--- config.mk ---
export PLATFORM = sky130hd
export DESIGN_NAME = rrb_reset_boot
export DESIGN_NICKNAME = d
export VERILOG_FILES = /design/src/rtl/rrb_pkg.sv /design/src/rtl/rrb_reset_boot.sv
export VERILOG_INCLUDE_DIRS = /design/src /design/src/rtl
export SDC_FILE = /design/constraint.sdc
export NUM_CORES = 1
export LEC_CHECK = 0
export BUFFER_PORTS_ARGS = -buffer_cell sky130_fd_sc_hd__buf_4
export CORE_AREA = 2 2 39 41
export DETAILED_ROUTE_END_ITERATION = 8
export DIE_AREA = 0 0 41 43
export GPL_TIMING_DRIVEN = 0
export PLACE_DENSITY = 0.68
export SLEW_MARGIN = 20
export SYNTH_ARGS = -nofsm -noshare
export SYNTH_HDL_FRONTEND = slang
export SYNTH_SLANG_ARGS = --single-unit
--- constraint.sdc ---
create_clock -name core_clk -period 2 [get_ports core_clk]
set_input_delay 0.2 -clock core_clk [delete_from_list [all_inputs] [get_ports core_clk]]
set_output_delay 0.2 -clock core_clk [all_outputs]
set_load 0.01 [all_outputs]
--- src/rtl/rrb_consts.svh ---
`ifndef RRB_CONSTS_SVH
`define RRB_CONSTS_SVH
`define RRB_MODE_SPI_ACT_LO 4'h0
`define RRB_MODE_SPI_ACT_HI 4'h3
`define RRB_MODE_SPI_PAS_LO 4'h4
`define RRB_MODE_SPI_PAS_HI 4'h7
`define RRB_MODE_JTAG 4'hc
`define RRB_MODE_RST 4'hc
`define RRB_POR_GATE_DEFAULT 1'h0
`endif

--- src/rtl/rrb_pkg.sv ---
package rrb_pkg;
   typedef enum logic [1:0] {SRC_SPI_ACTIVE, SRC_SPI_PASSIVE, SRC_JTAG, SRC_ILLEGAL} rrb_src_t;
   typedef enum {ST_RESET, ST_RUN} rrb_state_t;
endpackage : rrb_pkg

--- src/rtl/rrb_reset_boot.sv ---
// Contract
// - Reset pin is active low; low holds reset, high permits operation.
// - Supply gate low: reset follows the reset pin alone.
// - Supply gate high: leave reset only with pin high and both supplies stable.
// - Supply gate defaults disabled when unconnected; this module has no pull of its own, the board must pull the gate low.
// - With gate enabled, any supply drop forces reset again.
// - JTAG mode: bypass JTAG to flash, no automatic start.
// - SPI active code makes device load from flash as bus controller.
// - Boot-source pins captured at reset release, held until next reset.
// - SPI active: reset release starts flash read on internal clock.
`timescale 1ns/1ps
`default_nettype none
`include "rrb_consts.svh"
module rrb_reset_boot
   import rrb_pkg::*;
(
   input wire logic core_clk,
   input wire logic arst_n,
   input wire logic resetPin_n,
   input wire logic supplyGate,
   input wire logic coreSupplyOk,
   input wire logic clkSupplyOk,
   input wire logic [3:0] boot_source_select,
   output logic inReset_ff,
   output logic [3:0] bootMode_ff,
   output logic spiActive_ff,
   output logic spiPassive_ff,
   output logic jtagFlashBypass_ff,
   output logic autoStart_ff,
   output logic cpol_ff,
   output logic cpha_ff,
   output logic modeIllegal_ff
);
   // Undriven gate must be pulled low outside; default value documents that
   // gate default
   localparam logic GATE_DEFAULT = `RRB_POR_GATE_DEFAULT;

   function automatic rrb_src_t decodeSrc(input logic [3:0] m);
      if (m <= `RRB_MODE_SPI_ACT_HI)
         decodeSrc = SRC_SPI_ACTIVE;
      else if (m <= `RRB_MODE_SPI_PAS_HI)
         decodeSrc = SRC_SPI_PASSIVE;
      else if (m == `RRB_MODE_JTAG)
         decodeSrc = SRC_JTAG;
      else
         decodeSrc = SRC_ILLEGAL;
   endfunction : decodeSrc

   logic holdReq;
   logic supplyBad;
   logic releaseNow;
   logic syncA_ff;
   logic syncB_ff;
   rrb_state_t state_ff;
   rrb_src_t src;

   // drop re-entry
   // Either supply low counts, no order between them
   assign supplyBad = !(coreSupplyOk && clkSupplyOk);

   assign holdReq = !resetPin_n || ((supplyGate != GATE_DEFAULT) && supplyBad);

   // single release term
   // Shared so state, flags and capture move together
   assign releaseNow = (state_ff == ST_RESET) && syncB_ff && !holdReq;

   always_ff @(posedge core_clk or negedge arst_n)
   begin
      if (!arst_n)
      begin
         syncA_ff <= 1'h0;
         syncB_ff <= 1'h0;
      end
      else
      begin
         syncA_ff <= !holdReq;
         syncB_ff <= syncA_ff && !holdReq;
      end
   end

   always_ff @(posedge core_clk or negedge arst_n)
   begin
      if (!arst_n)
         state_ff <= ST_RESET;
      else
      begin
         unique case (state_ff)
            ST_RESET: if (releaseNow) state_ff <= ST_RUN;
            ST_RUN: if (holdReq) state_ff <= ST_RESET;
         endcase
      end
   end

   always_ff @(posedge core_clk or negedge arst_n)
   begin
      if (!arst_n)
         inReset_ff <= 1'h1;
      else
         inReset_ff <= !releaseNow && (state_ff == ST_RESET || holdReq);
   end

   assign src = decodeSrc(boot_source_select);

   always_ff @(posedge core_clk or negedge arst_n)
   begin
      if (!arst_n)
      begin
         bootMode_ff <= `RRB_MODE_RST;
         spiActive_ff <= 1'h0;
         spiPassive_ff <= 1'h0;
         jtagFlashBypass_ff <= 1'h0;
         modeIllegal_ff <= 1'h0;
         cpol_ff <= 1'h0;
         cpha_ff <= 1'h0;
      end
      else if (releaseNow)
      begin
         bootMode_ff <= boot_source_select;
         spiActive_ff <= (src == SRC_SPI_ACTIVE);
         spiPassive_ff <= (src == SRC_SPI_PASSIVE);
         jtagFlashBypass_ff <= (src == SRC_JTAG);
         modeIllegal_ff <= (src == SRC_ILLEGAL);
         cpol_ff <= boot_source_select[1];
         cpha_ff <= boot_source_select[0];
      end
   end

   // start flash read
   // Pulse on each release with an SPI active code; JTAG never auto starts
   always_ff @(posedge core_clk or negedge arst_n)
   begin
      if (!arst_n)
         autoStart_ff <= 1'h0;
      else
         autoStart_ff <= releaseNow && (src == SRC_SPI_ACTIVE);
   end

   pinHold_a: assert property (@(posedge core_clk) disable iff (!arst_n)
      !resetPin_n |=> inReset_ff) else $error("reset pin low did not hold reset");

   gateOff_a: assert property (@(posedge core_clk) disable iff (!arst_n)
      (resetPin_n && !supplyGate) [*4] |=> !inReset_ff) else $error("gate off release blocked");

   gateOn_a: assert property (@(posedge core_clk) disable iff (!arst_n)
      supplyGate && !coreSupplyOk |=> inReset_ff) else $error("core supply bad but out of reset");

   gateOnClk_a: assert property (@(posedge core_clk) disable iff (!arst_n)
      supplyGate && !clkSupplyOk |=> inReset_ff) else $error("clock supply bad but out of reset");

   dropReenter_a: assert property (@(posedge core_clk) disable iff (!arst_n)
      !inReset_ff && supplyGate && !clkSupplyOk |=> inReset_ff) else $error("clock supply drop missed");

   coreDrop_a: assert property (@(posedge core_clk) disable iff (!arst_n)
      !inReset_ff && supplyGate && !coreSupplyOk |=> inReset_ff) else $error("core supply drop missed");

   modeHold_a: assert property (@(posedge core_clk) disable iff (!arst_n)
      !inReset_ff && !$fell(inReset_ff) |-> $stable(bootMode_ff)) else $error("mode changed while running");

   modeCapture_a: assert property (@(posedge core_clk) disable iff (!arst_n)
      $fell(inReset_ff) |-> bootMode_ff == $past(boot_source_select)) else $error("mode not taken at release");

   jtagNoStart_a: assert property (@(posedge core_clk) disable iff (!arst_n)
      jtagFlashBypass_ff |-> !autoStart_ff) else $error("auto start in jtag mode");

   jtagBypass_a: assert property (@(posedge core_clk) disable iff (!arst_n)
      $fell(inReset_ff) |-> jtagFlashBypass_ff == (bootMode_ff == `RRB_MODE_JTAG))
      else $error("bypass flag does not match jtag code");

   oneSource_a: assert property (@(posedge core_clk) disable iff (!arst_n)
      !inReset_ff |-> $onehot({spiActive_ff, spiPassive_ff, jtagFlashBypass_ff, modeIllegal_ff}))
      else $error("decoded source not one hot");

   startRead_a: assert property (@(posedge core_clk) disable iff (!arst_n)
      autoStart_ff |-> spiActive_ff && !inReset_ff) else $error("start without active mode");

   activeStart_a: assert property (@(posedge core_clk) disable iff (!arst_n)
      $fell(inReset_ff) && spiActive_ff |-> autoStart_ff) else $error("active mode release without start");

   startPulse_a: assert property (@(posedge core_clk) disable iff (!arst_n)
      autoStart_ff |=> !autoStart_ff) else $error("start pulse longer than one cycle");

   startOnly_a: assert property (@(posedge core_clk) disable iff (!arst_n)
      autoStart_ff |-> $fell(inReset_ff)) else $error("start away from release");

   illegalNoStart_a: assert property (@(posedge core_clk) disable iff (!arst_n)
      modeIllegal_ff |-> !autoStart_ff) else $error("start with illegal mode");

   syncRelease_a: assert property (@(posedge core_clk) disable iff (!arst_n)
      $fell(inReset_ff) |-> $past(syncB_ff)) else $error("release not synchronised");

   cleanRelease_a: assert property (@(posedge core_clk) disable iff (!arst_n)
      $fell(inReset_ff) |-> !$past(holdReq) && !$past(holdReq, 2) && !$past(holdReq, 3))
      else $error("release without three clean samples");

   holdKeep_a: assert property (@(posedge core_clk) disable iff (!arst_n)
      inReset_ff && holdReq |=> inReset_ff) else $error("left reset while hold present");
endmodule : rrb_reset_boot
`default_nettype wire

# ---- Yosys cells after proc, flatten, opt, wreduce, memory -nomap -nowiden
# Index checks and enable logic that the tools add are counted.
dict set report word_totals {
  regBits 46
  latch_bits 0
  ramBits 0
  rom_bits 0
  in_bits 10
  output_inout_bits 12
  wordCells 44
  mem_count 0
}
dict set report classes {
  addsub 0
  mul 0
  n_div 0
  magnitude_cmp 2
  eq_ne 7
  shifts 0
  muxes 6
  bitwise_logic 0
  reduce_logical 17
}
# op n
set op_table {}
lappend op_table {{$logic_not A32 Y1} 2}
lappend op_table {{$mux W32} 2}
lappend op_table {{$pmux W32 S2} 1}
lappend op_table {{$eq A32 B1 Y1 const B} 1}
lappend op_table {{$logic_and A1 B1 Y1} 7}
lappend op_table {{$eq A2 B2 Y1 const B} 2}
lappend op_table {{$eq A4 B4 Y1 const B} 1}
lappend op_table {{$le A4 B2 Y1 const B} 1}
lappend op_table {{$le A4 B3 Y1 const B} 1}
lappend op_table {{$logic_not A1 Y1} 4}
lappend op_table {{$mux W2} 2}
lappend op_table {{$ne A2 B2 Y1 const B} 2}
lappend op_table {{$eq A2 B1 Y1 const B} 1}
lappend op_table {{$logic_not A2 Y1} 1}
lappend op_table {{$logic_or A1 B1 Y1} 2}
lappend op_table {{$reduce_and A2 Y1} 1}
lappend op_table {{$mux W1} 1}

# ---- Longest topological paths before layout
dict set report depth {
  depth_word 8
  mapped_depth 3
  mapped_depth_nobuf 3
}

# ---- Worst setup path before layout
# No wires, ideal clock.
dict set report synth_timing {
  path_type {register -> register}
  start {register state_ff[0]}
  end {register bootMode_ff[0]}
  setup_ns 0.125
  arrival_time_ns 1.100
  required_ns 1.875
  setup_slack_ns 0.775
  path_stages_with_launch 3
  n_path_buf 0
  synth_period_minus_slack_ns 1.225
  path_cell_list {dfrtp_1 > nor3_4 > mux2_2}
}
dict set report synth_via {
  elab_chain_cells 3
}
# element line
set synth_lines {}
lappend synth_lines {{start: declaration} rrb_reset_boot.sv:54} ;# rrb_state_t state_ff;
lappend synth_lines {{start signal: assignment} rrb_reset_boot.sv:84} ;# state_ff <= ST_RESET;
lappend synth_lines {{start signal: assignment} rrb_reset_boot.sv:88} ;# ST_RESET: if (releaseNow) state_ff <= ST_RUN;
lappend synth_lines {{start signal: assignment} rrb_reset_boot.sv:89} ;# ST_RUN: if (holdReq) state_ff <= ST_RESET;
lappend synth_lines {{$logic_not A32 Y1} rrb_reset_boot.sv:65} ;# assign releaseNow = (state_ff == ST_RESET) && syncB_ff && !holdReq;
lappend synth_lines {{$logic_and A1 B1 Y1 (2 in a row)} rrb_reset_boot.sv:65}
lappend synth_lines {{end signal: assignment} rrb_reset_boot.sv:108} ;# bootMode_ff <= `RRB_MODE_RST;
lappend synth_lines {{end signal: assignment} rrb_reset_boot.sv:118} ;# bootMode_ff <= boot_source_select;
lappend synth_lines {{end: declaration} rrb_reset_boot.sv:25} ;# output logic [3:0] bootMode_ff,
# No other way between the ends.
# A chain may end at the register's enable or synchronous reset.

# ---- Worst setup path in the final report
dict set report layout_timing {
  start {register state_ff[0]}
  end {register spiPassive_ff}
}
dict set report layout_via {
  elab_chain_cells 3
}
# element line
set layout_lines {}
lappend layout_lines {{$logic_not A32 Y1} rrb_reset_boot.sv:65}
lappend layout_lines {{$logic_and A1 B1 Y1 (2 in a row)} rrb_reset_boot.sv:65}
lappend layout_lines {{end signal: assignment} rrb_reset_boot.sv:120} ;# spiPassive_ff <= (src == SRC_SPI_PASSIVE);
lappend layout_lines {{end: declaration} rrb_reset_boot.sv:27} ;# output logic spiPassive_ff,
# No other way between the ends.

==> out/metrics.cfg <==
[run_status]
status = finished, final reports clean

[finish]
nFillCells = 127
regArea_um2 = 329
syn_to_final_growth_pct = 41.2
antenna_cells = 0
fin_nets = 73
multi_input_area_um2 = 178
drive_gt1_share_pct = 62.9
final_cell_count_no_fill = 78

[global_routing]
grt_max_degree = 14
grt_overflow = 0
grt_usage_pct = 12.7
grt_pass1_wl_mm = 1.44
grt_pass1_vias = 326
antenna_found_initial = 0

[clock_network]
htree_num_levels = 1
cts_sinks = 13
clockBufferDepth = 2
ctsResizeCount = 0
numCtsBuffers = 3
clkTransAtPathRegs_ps = 80
root_buffer = clkbuf_4
insertion_delay_ps = 280
cts_tree = built

[floorplanning]
fp.coreArea_um2 = 1380
rows = 14
die_width_um = 41
dieHeight_um = 43
start_util_pct = 37.7
io_pins = 22
dieArea_um2 = 1760

[logic_synthesis]
synth.yosys.seq_area_share_pct = 63.1
syn_area_per_cell_um2 = 14.5
synth_top_area_cell = dfrtp_1
synth_fp_nets = 46
synth_seq_cells = 13
synth_edf_count = 0
synth_top_cell_area_share_pct = 48.0
synthCells = 36
synth.most_common_cell = dfrtp_1
synth.cell_area_um2 = 522
ys.flop_type = dfrtp_1
synthArstFlopShare_pct = 100
synth.area.top_cells = dfrtp_1, mux2_2, dfstp_2
synthTopCellsByCount = dfrtp_1, mux2_2, dfstp_2
ys_warn_count = 0
synthDistinctLibCells = 15

[worst_setup_path]
crit_type = flip-flop to flip-flop
ff2ff_setup_slack_ps = 650
crit_path_max_fanout = 9
worstSetupStartpointType = flip-flop
arrival_ps = 1510
r2r_cells = 2
end_kind = flip-flop
r2r-start = state_ff[0]
cp.required_ps = 2160
r2r-end = spiPassive_ff

[route]
detail_route.wl_per_cell_um = 11.8
vias = 357
wirelength_um = 917
drt_iter0_drc = 0
avgViaCountPerCell = 4.58
ant_nets = 0
drc = 0
drt_first_pass_iters = 1

[sta]
fin_crit_ps = 1350
hold_viol_final = 0
fin_crit_sh_pct = 67.5
report.final.slew_viol_count = 0
fmax_mhz = 741
rsz0062_at_grt = false
setup-tns-final_ps = 0
finalSetupViolations = 0
fin_ws_ps = 650
finClkSkew_ps = 2.93
max_slew_margin_pct = 70.9
worst_pin_slew_ps = 435

[hold_path]
min_to = bootMode_ff[0]
min_from = boot_source_select[0]
holdPathStages = 2
hold_class = primary input to flip-flop

[pwr]
leakagePower_nw = 0.366
power-per-cell-area_nw_per_um2 = 919
ir_drop_mv = 0.435

[placement]
dpl.cell_count = 73
gp_congestion = 0.641
dp_slack_ps = 621
port_buffers = 21

[flow_run]
maxCapViolations = 0

routing by layer:
layer,GRT usage (%),wire length [um],vias up
met2,16.9,418,13
met1,16.8,398,167
met5,0,0,-
li1,-,-,173
met3,3.14,69,4
met4,10.0,31,0
cells by family (layout without fill, tap and decap cells):
family / count (synthesis) / after routing / share of synthesized area, %
AO/OA/AOI/OAI: 4 / 4 / 5.28
multiplexers: 8 / 8 / 17.3
AND/OR/NAND/NOR: 9 / 9 / 11.5
flip-flops: 13 / 13 / 63.1
buffers and inverters: 2 / 28 / 2.88
what timing repair did:
item	4_1_cts	5_1_grt
setup endpoints to repair	0	0
buffers inserted	0	0
hold buffers	1	0
hold endpoints to repair	13	0
how the worst max path moves through the flow:
stage / cells after the start / endpoint / start / slack [ps]
floorplan: 2 / bootMode_ff[0] / state_ff[0] / 770
global placement: 4 / spiActive_ff / supplyGate / 620
detailed placement: 4 / spiPassive_ff / supplyGate / 620
CTS: 2 / spiPassive_ff / state_ff[0] / 650
global route: 2 / modeIllegal_ff / state_ff[0] / 580
finish: 2 / spiPassive_ff / state_ff[0] / 650
critical path: stages (launching register included):
cell	delay [ps]
dfrtp_1	420
nor3_4	430
mux2_2	390
through the flow:
stage	util, %	total power [mW]	instance area [um2]	hold slack (ps)
CTS	53.3	0.688	737	160
floorplan	-	0.420	522	-95.6
detailed placement	50.5	0.524	699	53.2
finish	53.3	0.677	737	164
global placement	50.5	0.519	699	52.1
global route	53.3	0.721	737	161
flip-flops by register name, indices dropped and copies added, names as in the netlist:
name / cells
state_ff: 1
autoStart_ff: 1
inReset_ff: 1
spiPassive_ff: 1
syncA_ff: 1
syncB_ff: 1
jtagFlashBypass_ff: 1
modeIllegal_ff: 1
bootMode_ff: 4
spiActive_ff: 1
power breakdown:
| group | switching [mW] | internal (mW) |
|---|---|---|
| combinational | 0.0680 | 0.115 |
| sequential | 0.0225 | 0.311 |
| clock | 0.0866 | 0.0742 |
| total | 0.177 | 0.500 |
final cells by class:
cell class              instances  area share [%]
flip-flops and latches         13            44.7
multi-input cells              21            24.1
repair buffers                 22            22.8
clock buffers                   3            3.06
well taps                      16            2.72
plain buffers                   2            2.04
clock inverters                 1           0.679
cells in the final DEF, fill, tap and decap left out, types with 2 or more instances in the layout:
cell type / netlist / routed
and2_1: 2 / 2
buf_4: 2 / 23
clkbuf_4: 0 / 3
dfrtp_1: 10 / 10
dfstp_2: 3 / 3
mux2_2: 8 / 8
nor2_1: 2 / 2
Power figures use the tool's default switching activity.
